## src/shared/slhb_pkg.sv

```systemverilog
`default_nettype none
package slhb_pkg;
   ////////////////////////////////////////////////////////////////////////////
   // timing: one half-second tick drives every slow rate
   localparam int CLK_KHZ = 50000;
   localparam int FLASH_PERIOD_MS = 1000;
   localparam int HALF_TICK_CYC = CLK_KHZ * FLASH_PERIOD_MS / 2;
   localparam int TICKS_PER_S = 2;
   localparam int WINDOW_S = 60;
   localparam int SURVEY_HOLD_S = 3;
   localparam int DEFAULT_HOLD_S = 10;
   localparam logic [6:0] WINDOW_TICKS = 7'(WINDOW_S * TICKS_PER_S);
   localparam logic [4:0] SURVEY_TICKS = 5'(SURVEY_HOLD_S * TICKS_PER_S);
   localparam logic [4:0] DEFAULT_TICKS = 5'(DEFAULT_HOLD_S * TICKS_PER_S);
   ////////////////////////////////////////////////////////////////////////////
   // register map, byte addresses
   localparam logic [11:0] ADDR_CTRL = 12'h000;
   localparam logic [11:0] ADDR_NET_ID = 12'h004;
   localparam logic [11:0] ADDR_CHAN = 12'h008;
   localparam logic [11:0] ADDR_POLL = 12'h00C;
   localparam logic [11:0] ADDR_PERIOD = 12'h010;
   localparam logic [11:0] ADDR_SERIAL = 12'h014;
   localparam logic [11:0] ADDR_STATUS = 12'h018;
   localparam logic [11:0] ADDR_TEMP = 12'h01C;
   localparam int CTRL_REPEATER_BIT = 0;
   localparam int STAT_SURVEY_BIT = 4;
   localparam int STAT_BTN_BIT = 5;
   localparam logic [7:0] POLL_MIN = 8'h01;
   localparam logic [7:0] POLL_MAX = 8'h37;
   localparam logic [15:0] TEMP_ERR_VAL = 16'hFFFF;
   ////////////////////////////////////////////////////////////////////////////
   // types
   typedef struct packed {
      logic repeater;
      logic [15:0] net_id;
      logic [7:0] channel;
      logic [7:0] poll_slot;
      logic [15:0] comm_period;
   } slhb_cfg_t;
   localparam slhb_cfg_t CFG_DEFAULT = '{repeater: 1'b0, net_id: 16'h0001,
      channel: 8'h01, poll_slot: 8'h01, comm_period: 16'h003C};
   typedef struct packed {
      logic red;
      logic green;
      logic [3:0] blue;
   } slhb_led_t;
   typedef enum logic [2:0] {
      NET_CONFIG = 3'h0,
      NET_TRY = 3'h1,
      NET_CONN = 3'h3,
      NET_SLEEP = 3'h2,
      NET_DISC = 3'h6
   } slhb_net_t;
   typedef enum logic [1:0] {
      BTN_IDLE = 2'h0,
      BTN_HOLD = 2'h1,
      BTN_LONG = 2'h3,
      BTN_WAIT = 2'h2
   } slhb_btn_t;
endpackage : slhb_pkg
`default_nettype wire

```

## src/design/slhb_tick.sv

```systemverilog
`timescale 1ns/10ps
`default_nettype none
module slhb_tick #(
   parameter int CYC = slhb_pkg::HALF_TICK_CYC
) (
   // clock and reset
   input wire logic ref_clk,
   input wire logic nrst,
   // control
   input wire logic clear,
   // one-cycle enable every CYC cycles
   output logic tick
);
   localparam int W = $clog2(CYC);
   typedef struct packed {
      logic [W-1:0] cnt;
      logic tick;
   } slhb_div_t;
   slhb_div_t q;
   slhb_div_t next_q;

   always_comb begin
      next_q = q;
      next_q.tick = 1'b0;
      if (clear) begin
         next_q.cnt = '0;
      end else if (q.cnt == W'(CYC - 1)) begin
         next_q.cnt = '0;
         next_q.tick = 1'b1;
      end else begin
         next_q.cnt = q.cnt + 1'b1;
      end
   end

   always_ff @(posedge ref_clk or negedge nrst) begin
      if (!nrst) begin
         q <= '0;
      end else begin
         q <= next_q;
      end
   end

   assign tick = q.tick;
endmodule : slhb_tick
`default_nettype wire

```

## src/design/slhb_status_ctrl.sv

```systemverilog
// Design decisions made here: the register addresses and the APB slave port.
`timescale 1ns/10ps
`default_nettype none
module slhb_status_ctrl #(
   parameter int HALF_TICK = slhb_pkg::HALF_TICK_CYC,
   // arbitrary value, replace per unit
   parameter logic [31:0] SERIAL_NUM = 32'h0000_1234
) (
   // clock and reset
   input wire logic ref_clk,
   input wire logic nrst,
   // apb slave
   input wire logic psel,
   input wire logic penable,
   input wire logic pwrite,
   input wire logic [11:0] paddr,
   input wire logic [31:0] pwdata,
   output logic [31:0] prdata,
   output logic pready,
   output logic pslverr,
   // radio and sensor side
   input wire slhb_pkg::slhb_net_t net_state,
   input wire logic [2:0] rssi_level,
   input wire logic [15:0] temp_raw,
   input wire logic temp_err,
   output slhb_pkg::slhb_cfg_t cfg,
   output logic site_survey,
   output logic factory_load,
   // front panel
   input wire logic test_btn_n,
   output logic led_red,
   output logic led_green,
   output logic [3:0] led_blue
);
   import slhb_pkg::*;

   typedef struct packed {
      slhb_cfg_t cfg;
      logic [1:0] btn_sync;
      slhb_btn_t btn;
      logic [4:0] hold;
      logic survey;
      logic blink;
      slhb_net_t net_prev;
      logic win;
      logic [6:0] win_cnt;
      slhb_led_t led;
      logic load_dflt;
      logic [31:0] rdata;
      logic err;
   } slhb_st_t;

   slhb_st_t q;
   slhb_st_t n;
   logic blink_tick;
   logic btn_tick;
   logic pressed;
   logic setup;
   logic access;

   function automatic logic [3:0] rssi_bar(input logic [2:0] lvl);
      rssi_bar = (lvl >= 3'h4) ? 4'hF : 4'((5'h01 << lvl) - 5'h01);
   endfunction : rssi_bar

   ////////////////////////////////////////////////////////////////////////////
   // timebases: free one for flashing, one restarted at each press

   slhb_tick #(.CYC(HALF_TICK)) u_blink_tick (
      .ref_clk(ref_clk),
      .nrst(nrst),
      .clear(1'b0),
      .tick(blink_tick)
   );

   // restarted so a hold is timed from the press itself
   slhb_tick #(.CYC(HALF_TICK)) u_btn_tick (
      .ref_clk(ref_clk),
      .nrst(nrst),
      .clear(q.btn == BTN_IDLE),
      .tick(btn_tick)
   );

   assign pressed = ~q.btn_sync[1];
   assign setup = psel & ~penable;
   assign access = psel & penable;

   ////////////////////////////////////////////////////////////////////////////
   // next state

   always_comb begin
      n = q;
      n.btn_sync = {q.btn_sync[0], test_btn_n};
      n.load_dflt = 1'b0;
      if (blink_tick) begin
         n.blink = ~q.blink;
      end

      // button hold timing, counted in half seconds
      unique case (q.btn)
         BTN_IDLE: begin
            if (pressed) begin
               n.btn = BTN_HOLD;
               n.hold = '0;
            end
         end
         BTN_HOLD: begin
            if (!pressed) begin
               n.btn = BTN_IDLE;
            end else if (btn_tick) begin
               n.hold = q.hold + 5'h01;
               if (n.hold == SURVEY_TICKS) begin
                  n.survey = ~q.survey;
                  n.btn = BTN_LONG;
               end
            end
         end
         BTN_LONG: begin
            if (!pressed) begin
               n.btn = BTN_IDLE;
            end else if (btn_tick) begin
               n.hold = q.hold + 5'h01;
               if (n.hold == DEFAULT_TICKS) begin
                  n.load_dflt = 1'b1;
                  n.survey = 1'b0;
                  n.btn = BTN_WAIT;
               end
            end
         end
         BTN_WAIT: begin
            // no repeat action until the button is let go
            if (!pressed) begin
               n.btn = BTN_IDLE;
            end
         end
      endcase

      // one-minute window opened on entry to connected or disconnected
      n.net_prev = net_state;
      if (net_state != q.net_prev && (net_state == NET_CONN || net_state == NET_DISC)) begin
         n.win = 1'b1;
         n.win_cnt = '0;
      end else if (q.win && blink_tick) begin
         n.win_cnt = q.win_cnt + 7'h01;
         if (n.win_cnt == WINDOW_TICKS) begin
            n.win = 1'b0;
         end
      end

      // indicator pattern, from the updated phase so it lands with the flip
      n.led = '0;
      if (n.survey) begin
         n.led.blue = rssi_bar(rssi_level);
      end else begin
         unique case (net_state)
            NET_CONFIG: begin
               n.led.red = 1'b1;
               n.led.green = 1'b1;
               n.led.blue = {4{n.blink}};
            end
            NET_TRY: begin
               n.led.red = n.blink;
            end
            NET_CONN, NET_SLEEP: begin
               if (q.cfg.repeater || (net_state == NET_CONN && n.win)) begin
                  n.led.red = n.blink;
                  n.led.green = ~n.blink;
               end
            end
            NET_DISC: begin
               n.led.red = n.win & n.blink;
            end
            default: begin
            end
         endcase
      end

      // apb: decode and read data in setup, write in access
      if (setup) begin
         n.err = 1'b0;
         n.rdata = '0;
         unique case (paddr)
            ADDR_CTRL: n.rdata[CTRL_REPEATER_BIT] = q.cfg.repeater;
            ADDR_NET_ID: n.rdata[15:0] = q.cfg.net_id;
            ADDR_CHAN: n.rdata[7:0] = q.cfg.channel;
            ADDR_POLL: begin
               n.rdata[7:0] = q.cfg.poll_slot;
               if (pwrite && (pwdata < {24'h0, POLL_MIN} || pwdata > {24'h0, POLL_MAX})) begin
                  n.err = 1'b1;
               end
            end
            ADDR_PERIOD: n.rdata[15:0] = q.cfg.comm_period;
            ADDR_SERIAL: begin
               n.rdata = SERIAL_NUM;
               n.err = pwrite;
            end
            ADDR_STATUS: begin
               n.rdata[2:0] = net_state;
               n.rdata[STAT_SURVEY_BIT] = q.survey;
               n.rdata[STAT_BTN_BIT] = pressed;
               n.err = pwrite;
            end
            ADDR_TEMP: begin
               n.rdata[15:0] = temp_err ? TEMP_ERR_VAL : temp_raw;
               n.err = pwrite;
            end
            default: n.err = 1'b1;
         endcase
      end else if (access && pwrite && !q.err) begin
         unique case (paddr)
            ADDR_CTRL: n.cfg.repeater = pwdata[CTRL_REPEATER_BIT];
            ADDR_NET_ID: n.cfg.net_id = pwdata[15:0];
            ADDR_CHAN: n.cfg.channel = pwdata[7:0];
            ADDR_POLL: n.cfg.poll_slot = pwdata[7:0];
            ADDR_PERIOD: n.cfg.comm_period = pwdata[15:0];
            default: begin
            end
         endcase
      end

      // defaults win over a write in the same cycle
      if (n.load_dflt) begin
         n.cfg = CFG_DEFAULT;
      end
   end

   always_ff @(posedge ref_clk or negedge nrst) begin
      if (!nrst) begin
         q <= '0;
         q.cfg <= CFG_DEFAULT;
         q.btn_sync <= 2'b11;
      end else begin
         q <= n;
      end
   end

   ////////////////////////////////////////////////////////////////////////////
   // outputs

   assign prdata = q.rdata;
   assign pready = access;
   assign pslverr = access & q.err;
   // identifier and channel go to the radio as set
   assign cfg = q.cfg;
   assign site_survey = q.survey;
   assign factory_load = q.load_dflt;
   assign led_red = q.led.red;
   assign led_green = q.led.green;
   assign led_blue = q.led.blue;
endmodule : slhb_status_ctrl
`default_nettype wire

```

## config.mk

```make
export PLATFORM = sky130hd
export DESIGN_NAME = slhb_status_ctrl
export DESIGN_NICKNAME = d
export VERILOG_FILES = /design/src/shared/slhb_pkg.sv /design/src/design/slhb_tick.sv /design/src/design/slhb_status_ctrl.sv
export SDC_FILE = /design/constraint.sdc
export NUM_CORES = 1
export LEC_CHECK = 0
export ABC_AREA = 1
export BUFFER_PORTS_ARGS = -buffer_cell sky130_fd_sc_hd__buf_2
export CAP_MARGIN = 5
export CORE_UTILIZATION = 25
export CTS_CLUSTER_SIZE = 12
export DETAILED_ROUTE_END_ITERATION = 16
export GPL_TIMING_DRIVEN = 0
export SLEW_MARGIN = 20
export SYNTH_ARGS = -nofsm -noshare
export SYNTH_HDL_FRONTEND = slang
export SYNTH_SLANG_ARGS = --single-unit
```

## constraint.sdc

```tcl
create_clock -name ref_clk -period 2.6 [get_ports ref_clk]
set_input_delay 0.39 -clock ref_clk [delete_from_list [all_inputs] [get_ports ref_clk]]
set_output_delay 0.39 -clock ref_clk [all_outputs]
set_load 0.1 [all_outputs]
```

==> flow_results.xml <==
<?xml version="1.0" encoding="UTF-8"?>
<metrics>
  <group name="grt">
    <metric name="via_count_of_the_first_global_routing_pass" unit="">7199</metric>
    <metric name="grt_start_max_net_pins" unit="">91</metric>
    <metric name="grt_pass1_wl" unit="um">38320</metric>
    <metric name="number_of_antenna_violations_at_the_first_check_in_global_routing" unit="">0</metric>
    <metric name="gr-total-overflow" unit="">0</metric>
    <metric name="grtUsageTotal" unit="">0.1462</metric>
  </group>
  <group name="pwr">
    <metric name="power_switching" unit="mW">2.064</metric>
    <metric name="power_share_of_the_clock_group" unit="">0.413</metric>
    <metric name="powerDensity" unit="nW/um^2">595.4</metric>
    <metric name="power.ir.vdd_worst" unit="mV">0.4004</metric>
    <metric name="static-leakage-power" unit="nW">5.216</metric>
    <metric name="p_int" unit="mW">4.092</metric>
    <metric name="power_frac_seq" unit="">0.398</metric>
    <metric name="switching_share" unit="">0.3353</metric>
    <metric name="comb_power_share" unit="">0.190</metric>
  </group>
  <group name="run">
    <metric name="timing.max_cap.violations" unit="">0</metric>
  </group>
  <group name="final_layout">
    <metric name="area_delta_synth_final" unit="%">23.83</metric>
    <metric name="final_nets" unit="">1327</metric>
    <metric name="antenna_cells_inserted" unit="">0</metric>
    <metric name="layoutNonFillerInstCount" unit="">1703</metric>
    <metric name="share_of_post_route_cells_with_drive_strength_above_1" unit="">0.2577</metric>
  </group>
  <group name="yosys">
    <metric name="syn-instance-count" unit="">1065</metric>
    <metric name="ys_types" unit="">40</metric>
    <metric name="synth_area_per_cell" unit="um^2">7.840</metric>
    <metric name="yosys_warnings" unit="">0</metric>
    <metric name="synth.most_common_cell" unit="">sky130_fd_sc_hd__nand2_1</metric>
    <metric name="synth.top_cells.by_count" unit="">sky130_fd_sc_hd__nand2_1, sky130_fd_sc_hd__dfrtp_1, sky130_fd_sc_hd__inv_1</metric>
    <metric name="mappedNetlistArea" unit="um^2">8349</metric>
    <metric name="synth-seq-area-share" unit="">0.4419</metric>
    <metric name="number_of_enable_type_register_cells_in_the_synthesized_netlist" unit="">0</metric>
    <metric name="synth_top_flop_cell" unit="">sky130_fd_sc_hd__dfrtp_1</metric>
    <metric name="post-synth-top-area-cell" unit="">sky130_fd_sc_hd__dfrtp_1</metric>
    <metric name="synth_seq_cells" unit="">147</metric>
    <metric name="synth_area_leaders" unit="">sky130_fd_sc_hd__dfrtp_1, sky130_fd_sc_hd__nand2_1, sky130_fd_sc_hd__buf_4</metric>
    <metric name="synthDominantCellAreaShare" unit="">0.4136</metric>
    <metric name="synth_async_sr_flop_share" unit="">1.000</metric>
  </group>
  <group name="detailed_routing">
    <metric name="maxUsedRoutingLayer" unit="">met4</metric>
    <metric name="via_per_inst" unit="">4.456</metric>
    <metric name="dr.first_iter.drc_count" unit="">478</metric>
    <metric name="dr_total_vias" unit="">7588</metric>
    <metric name="detail_route.first_pass.iterations" unit="">5</metric>
    <metric name="routedWlPerCell" unit="um">14.48</metric>
    <metric name="detail_route.drc_violations" unit="">0</metric>
    <metric name="drtAntennaViolNets" unit="">0</metric>
    <metric name="route.final.wire_length" unit="um">24650</metric>
    <metric name="route.met3.wl" unit="um">1121</metric>
    <metric name="wl_met1" unit="um">11000</metric>
    <metric name="dr_wl_met2" unit="um">11930</metric>
  </group>
  <group name="worst_setup_path">
    <metric name="worstSetupPathType" unit="">flip-flop to flip-flop</metric>
    <metric name="worst_ep_arrival_time" unit="ps">2520</metric>
    <metric name="worst_setup_path_end_kind" unit="">flip-flop</metric>
    <metric name="cp.required" unit="ps">2910</metric>
    <metric name="worstSetupStartpointType" unit="">flip-flop</metric>
    <metric name="cp_max_fo" unit="">5</metric>
  </group>
  <group name="clock_tree">
    <metric name="cts.sink_count" unit="">147</metric>
    <metric name="cts.repair.resized" unit="">0</metric>
    <metric name="clock_latency" unit="ps">430</metric>
    <metric name="cts_buffer_depth" unit="">2</metric>
    <metric name="cts_max_level" unit="">4</metric>
    <metric name="clkTransAtPathRegs" unit="ps">70</metric>
    <metric name="cts_inserted_buffers" unit="">17</metric>
    <metric name="tritoncts" unit="">built</metric>
    <metric name="clockRootBuffer" unit="">sky130_fd_sc_hd__clkbuf_16</metric>
  </group>
  <group name="timing">
    <metric name="max_freq" unit="MHz">452.5</metric>
    <metric name="drv_slew" unit="">0</metric>
    <metric name="final.setup.worst_slack" unit="ps">389.9</metric>
    <metric name="finalSetupViolations" unit="">0</metric>
    <metric name="clock_skew" unit="ps">10.29</metric>
    <metric name="timing_hold_violations_final" unit="">0</metric>
    <metric name="period_share" unit="">0.8501</metric>
    <metric name="setup_repair_after_global_routing_missed_its_margin" unit="">false</metric>
    <metric name="finalCriticalPeriod" unit="ps">2210</metric>
    <metric name="worst_slew_margin_rel" unit="">0.5842</metric>
    <metric name="tightest_slew" unit="ps">618.9</metric>
  </group>
  <group name="outcome">
    <metric name="status" unit="">finished clean</metric>
  </group>
  <group name="floorplan">
    <metric name="core_area" unit="um^2">32700</metric>
    <metric name="floorplan.io_pins" unit="">164</metric>
    <metric name="start_util" unit="">0.2553</metric>
    <metric name="dieHeight" unit="um">184.8</metric>
    <metric name="num_rows" unit="">66</metric>
    <metric name="design.die.area" unit="um^2">34130</metric>
    <metric name="die_x" unit="um">184.8</metric>
  </group>
  <group name="hold_path">
    <metric name="worstHoldPathType" unit="">input pin to flip-flop</metric>
  </group>
  <group name="placement">
    <metric name="placement.setup.worst_slack" unit="ps">340.0</metric>
    <metric name="dp_hpwl" unit="um">19260</metric>
    <metric name="gpl.final_weighted_congestion" unit="">0.8885</metric>
    <metric name="io_buffers" unit="">147</metric>
    <metric name="numPlacedInstances" unit="">1670</metric>
  </group>
</metrics>
[power groups by stage]
stage                     clock network [mW]  registers (mW)  logic, mW
after floorplan                            0            2.56      0.794
after global placement                     0            2.49       1.16
after detailed placement                   0            2.49       1.18
after CTS                               2.60            2.45       1.19
after global routing                    2.68            2.46       1.27
final                                   2.54            2.45       1.17
[registers in the layout (all words and copies together) (netlist names)]
name / cells
site_survey: 1
led_blue: 4
u_blink_tick.q: 25
u_btn_tick.q: 25
led_red: 1
cfg: 49
factory_load: 1
u_btn_tick.tick: 1
q: 21
u_blink_tick.tick: 1
n: 1
prdata: 16
led_green: 1
[metrics by stage]
step	TNS (ps)	power (mW)	util	hold slack (ps)	cell area [um^2]
floorplan	0	3.356	-	94.41	8406
global placement	-154310	3.655	0.2964	348.5	9694
detailed placement	0	3.671	0.2976	349.9	9732
CTS	0	6.238	0.3162	50.10	10340
global route	0	6.407	0.3162	48.16	10340
finish	0	6.156	0.3162	68.01	10340
[cell usage in the layout, fill, tap and decap left out, types with 4 or more instances in the layout]
cell type	instances
sky130_fd_sc_hd__nand4_1	21
sky130_fd_sc_hd__clkbuf_16	17
sky130_fd_sc_hd__nor3_1	38
sky130_fd_sc_hd__buf_2	150
sky130_fd_sc_hd__xor2_1	21
sky130_fd_sc_hd__inv_2	8
sky130_fd_sc_hd__nor2_1	107
sky130_fd_sc_hd__nor4_1	9
sky130_fd_sc_hd__or2_2	7
sky130_fd_sc_hd__dfrtp_1	138
sky130_fd_sc_hd__inv_6	7
sky130_fd_sc_hd__nor2_2	4
sky130_fd_sc_hd__ha_1	6
sky130_fd_sc_hd__o22ai_1	46
sky130_fd_sc_hd__nand2_1	206
sky130_fd_sc_hd__buf_4	88
sky130_fd_sc_hd__dfstp_2	9
sky130_fd_sc_hd__o21ai_1	8
sky130_fd_sc_hd__o211ai_1	4
sky130_fd_sc_hd__conb_1	16
sky130_fd_sc_hd__nand2_2	11
sky130_fd_sc_hd__nand3_1	77
sky130_fd_sc_hd__inv_1	138
sky130_fd_sc_hd__a21oi_1	17
sky130_fd_sc_hd__nor3_2	5
sky130_fd_sc_hd__clkbuf_1	6
sky130_fd_sc_hd__xnor2_1	11
sky130_fd_sc_hd__o21ai_0	52
sky130_fd_sc_hd__clkinvlp_4	4
[repair_timing]
action,4_1_cts,5_1_grt
setup buffers,0,0
hold endpoints to repair,54,0
hold buffers,1,0
[routing by layer]
layer,GRT usage,vias up
li1,-,3747
met1,0.1896,3611
met2,0.2426,195
met3,0.02727,35
met4,0.05058,0
met5,0,-
[final cells by class]
class / instances / area [um^2]
inverter: 146 / 548.0
multi-input combinational: 686 / 3431
buffer: 101 / 737.0
timing repair buffer: 149 / 783.3
tap: 442 / 553.0
clock buffer: 17 / 425.4
clock inverter: 15 / 171.4
sequential: 147 / 3690
fill: 3473 / 22360
[kinds of logic (layout without fill, tap and decap cells)]
family / count (synthesis) / after routing / synth area share
AND/OR/NAND/NOR: 495 / 495 / 0.2673
buffers and inverters: 247 / 428 / 0.1539
flip-flops: 147 / 147 / 0.4419
AO/OA/AOI/OAI: 136 / 136 / 0.09261
XOR/XNOR: 32 / 32 / 0.03357
adder cells (fa/ha/maj): 6 / 6 / 0.008991
other: 1 / 16 / 0.0004491
multiplexers: 1 / 1 / 0.001199
[worst max-delay path: stages, from the launching register on]
cell                      delay, ps
sky130_fd_sc_hd__dfrtp_1        440
sky130_fd_sc_hd__ha_1           240
sky130_fd_sc_hd__inv_1           90
sky130_fd_sc_hd__nor3_1         440
sky130_fd_sc_hd__nand2_1        260
sky130_fd_sc_hd__nor2_1         250
sky130_fd_sc_hd__inv_1           90
sky130_fd_sc_hd__nor4_1         190
sky130_fd_sc_hd__nor3_1          90
[worst paths after layout]
check / start / end / slack, ps / depth (start not counted)
max: u_btn_tick.q[1] / u_btn_tick.q[15] / 390 / 8
min: test_btn_n / n[61] / 70 / 1
max reg2reg: u_btn_tick.q[1] / u_btn_tick.q[15] / 390 / 8
min reg2reg: n[61] / q[61] / 360 / 0
max in group asynchronous: nrst / n[61] / 1250 / 3
min in group asynchronous: nrst / cfg[43] / 490 / 2
Note: power is estimated with default switching activity, not from simulation.
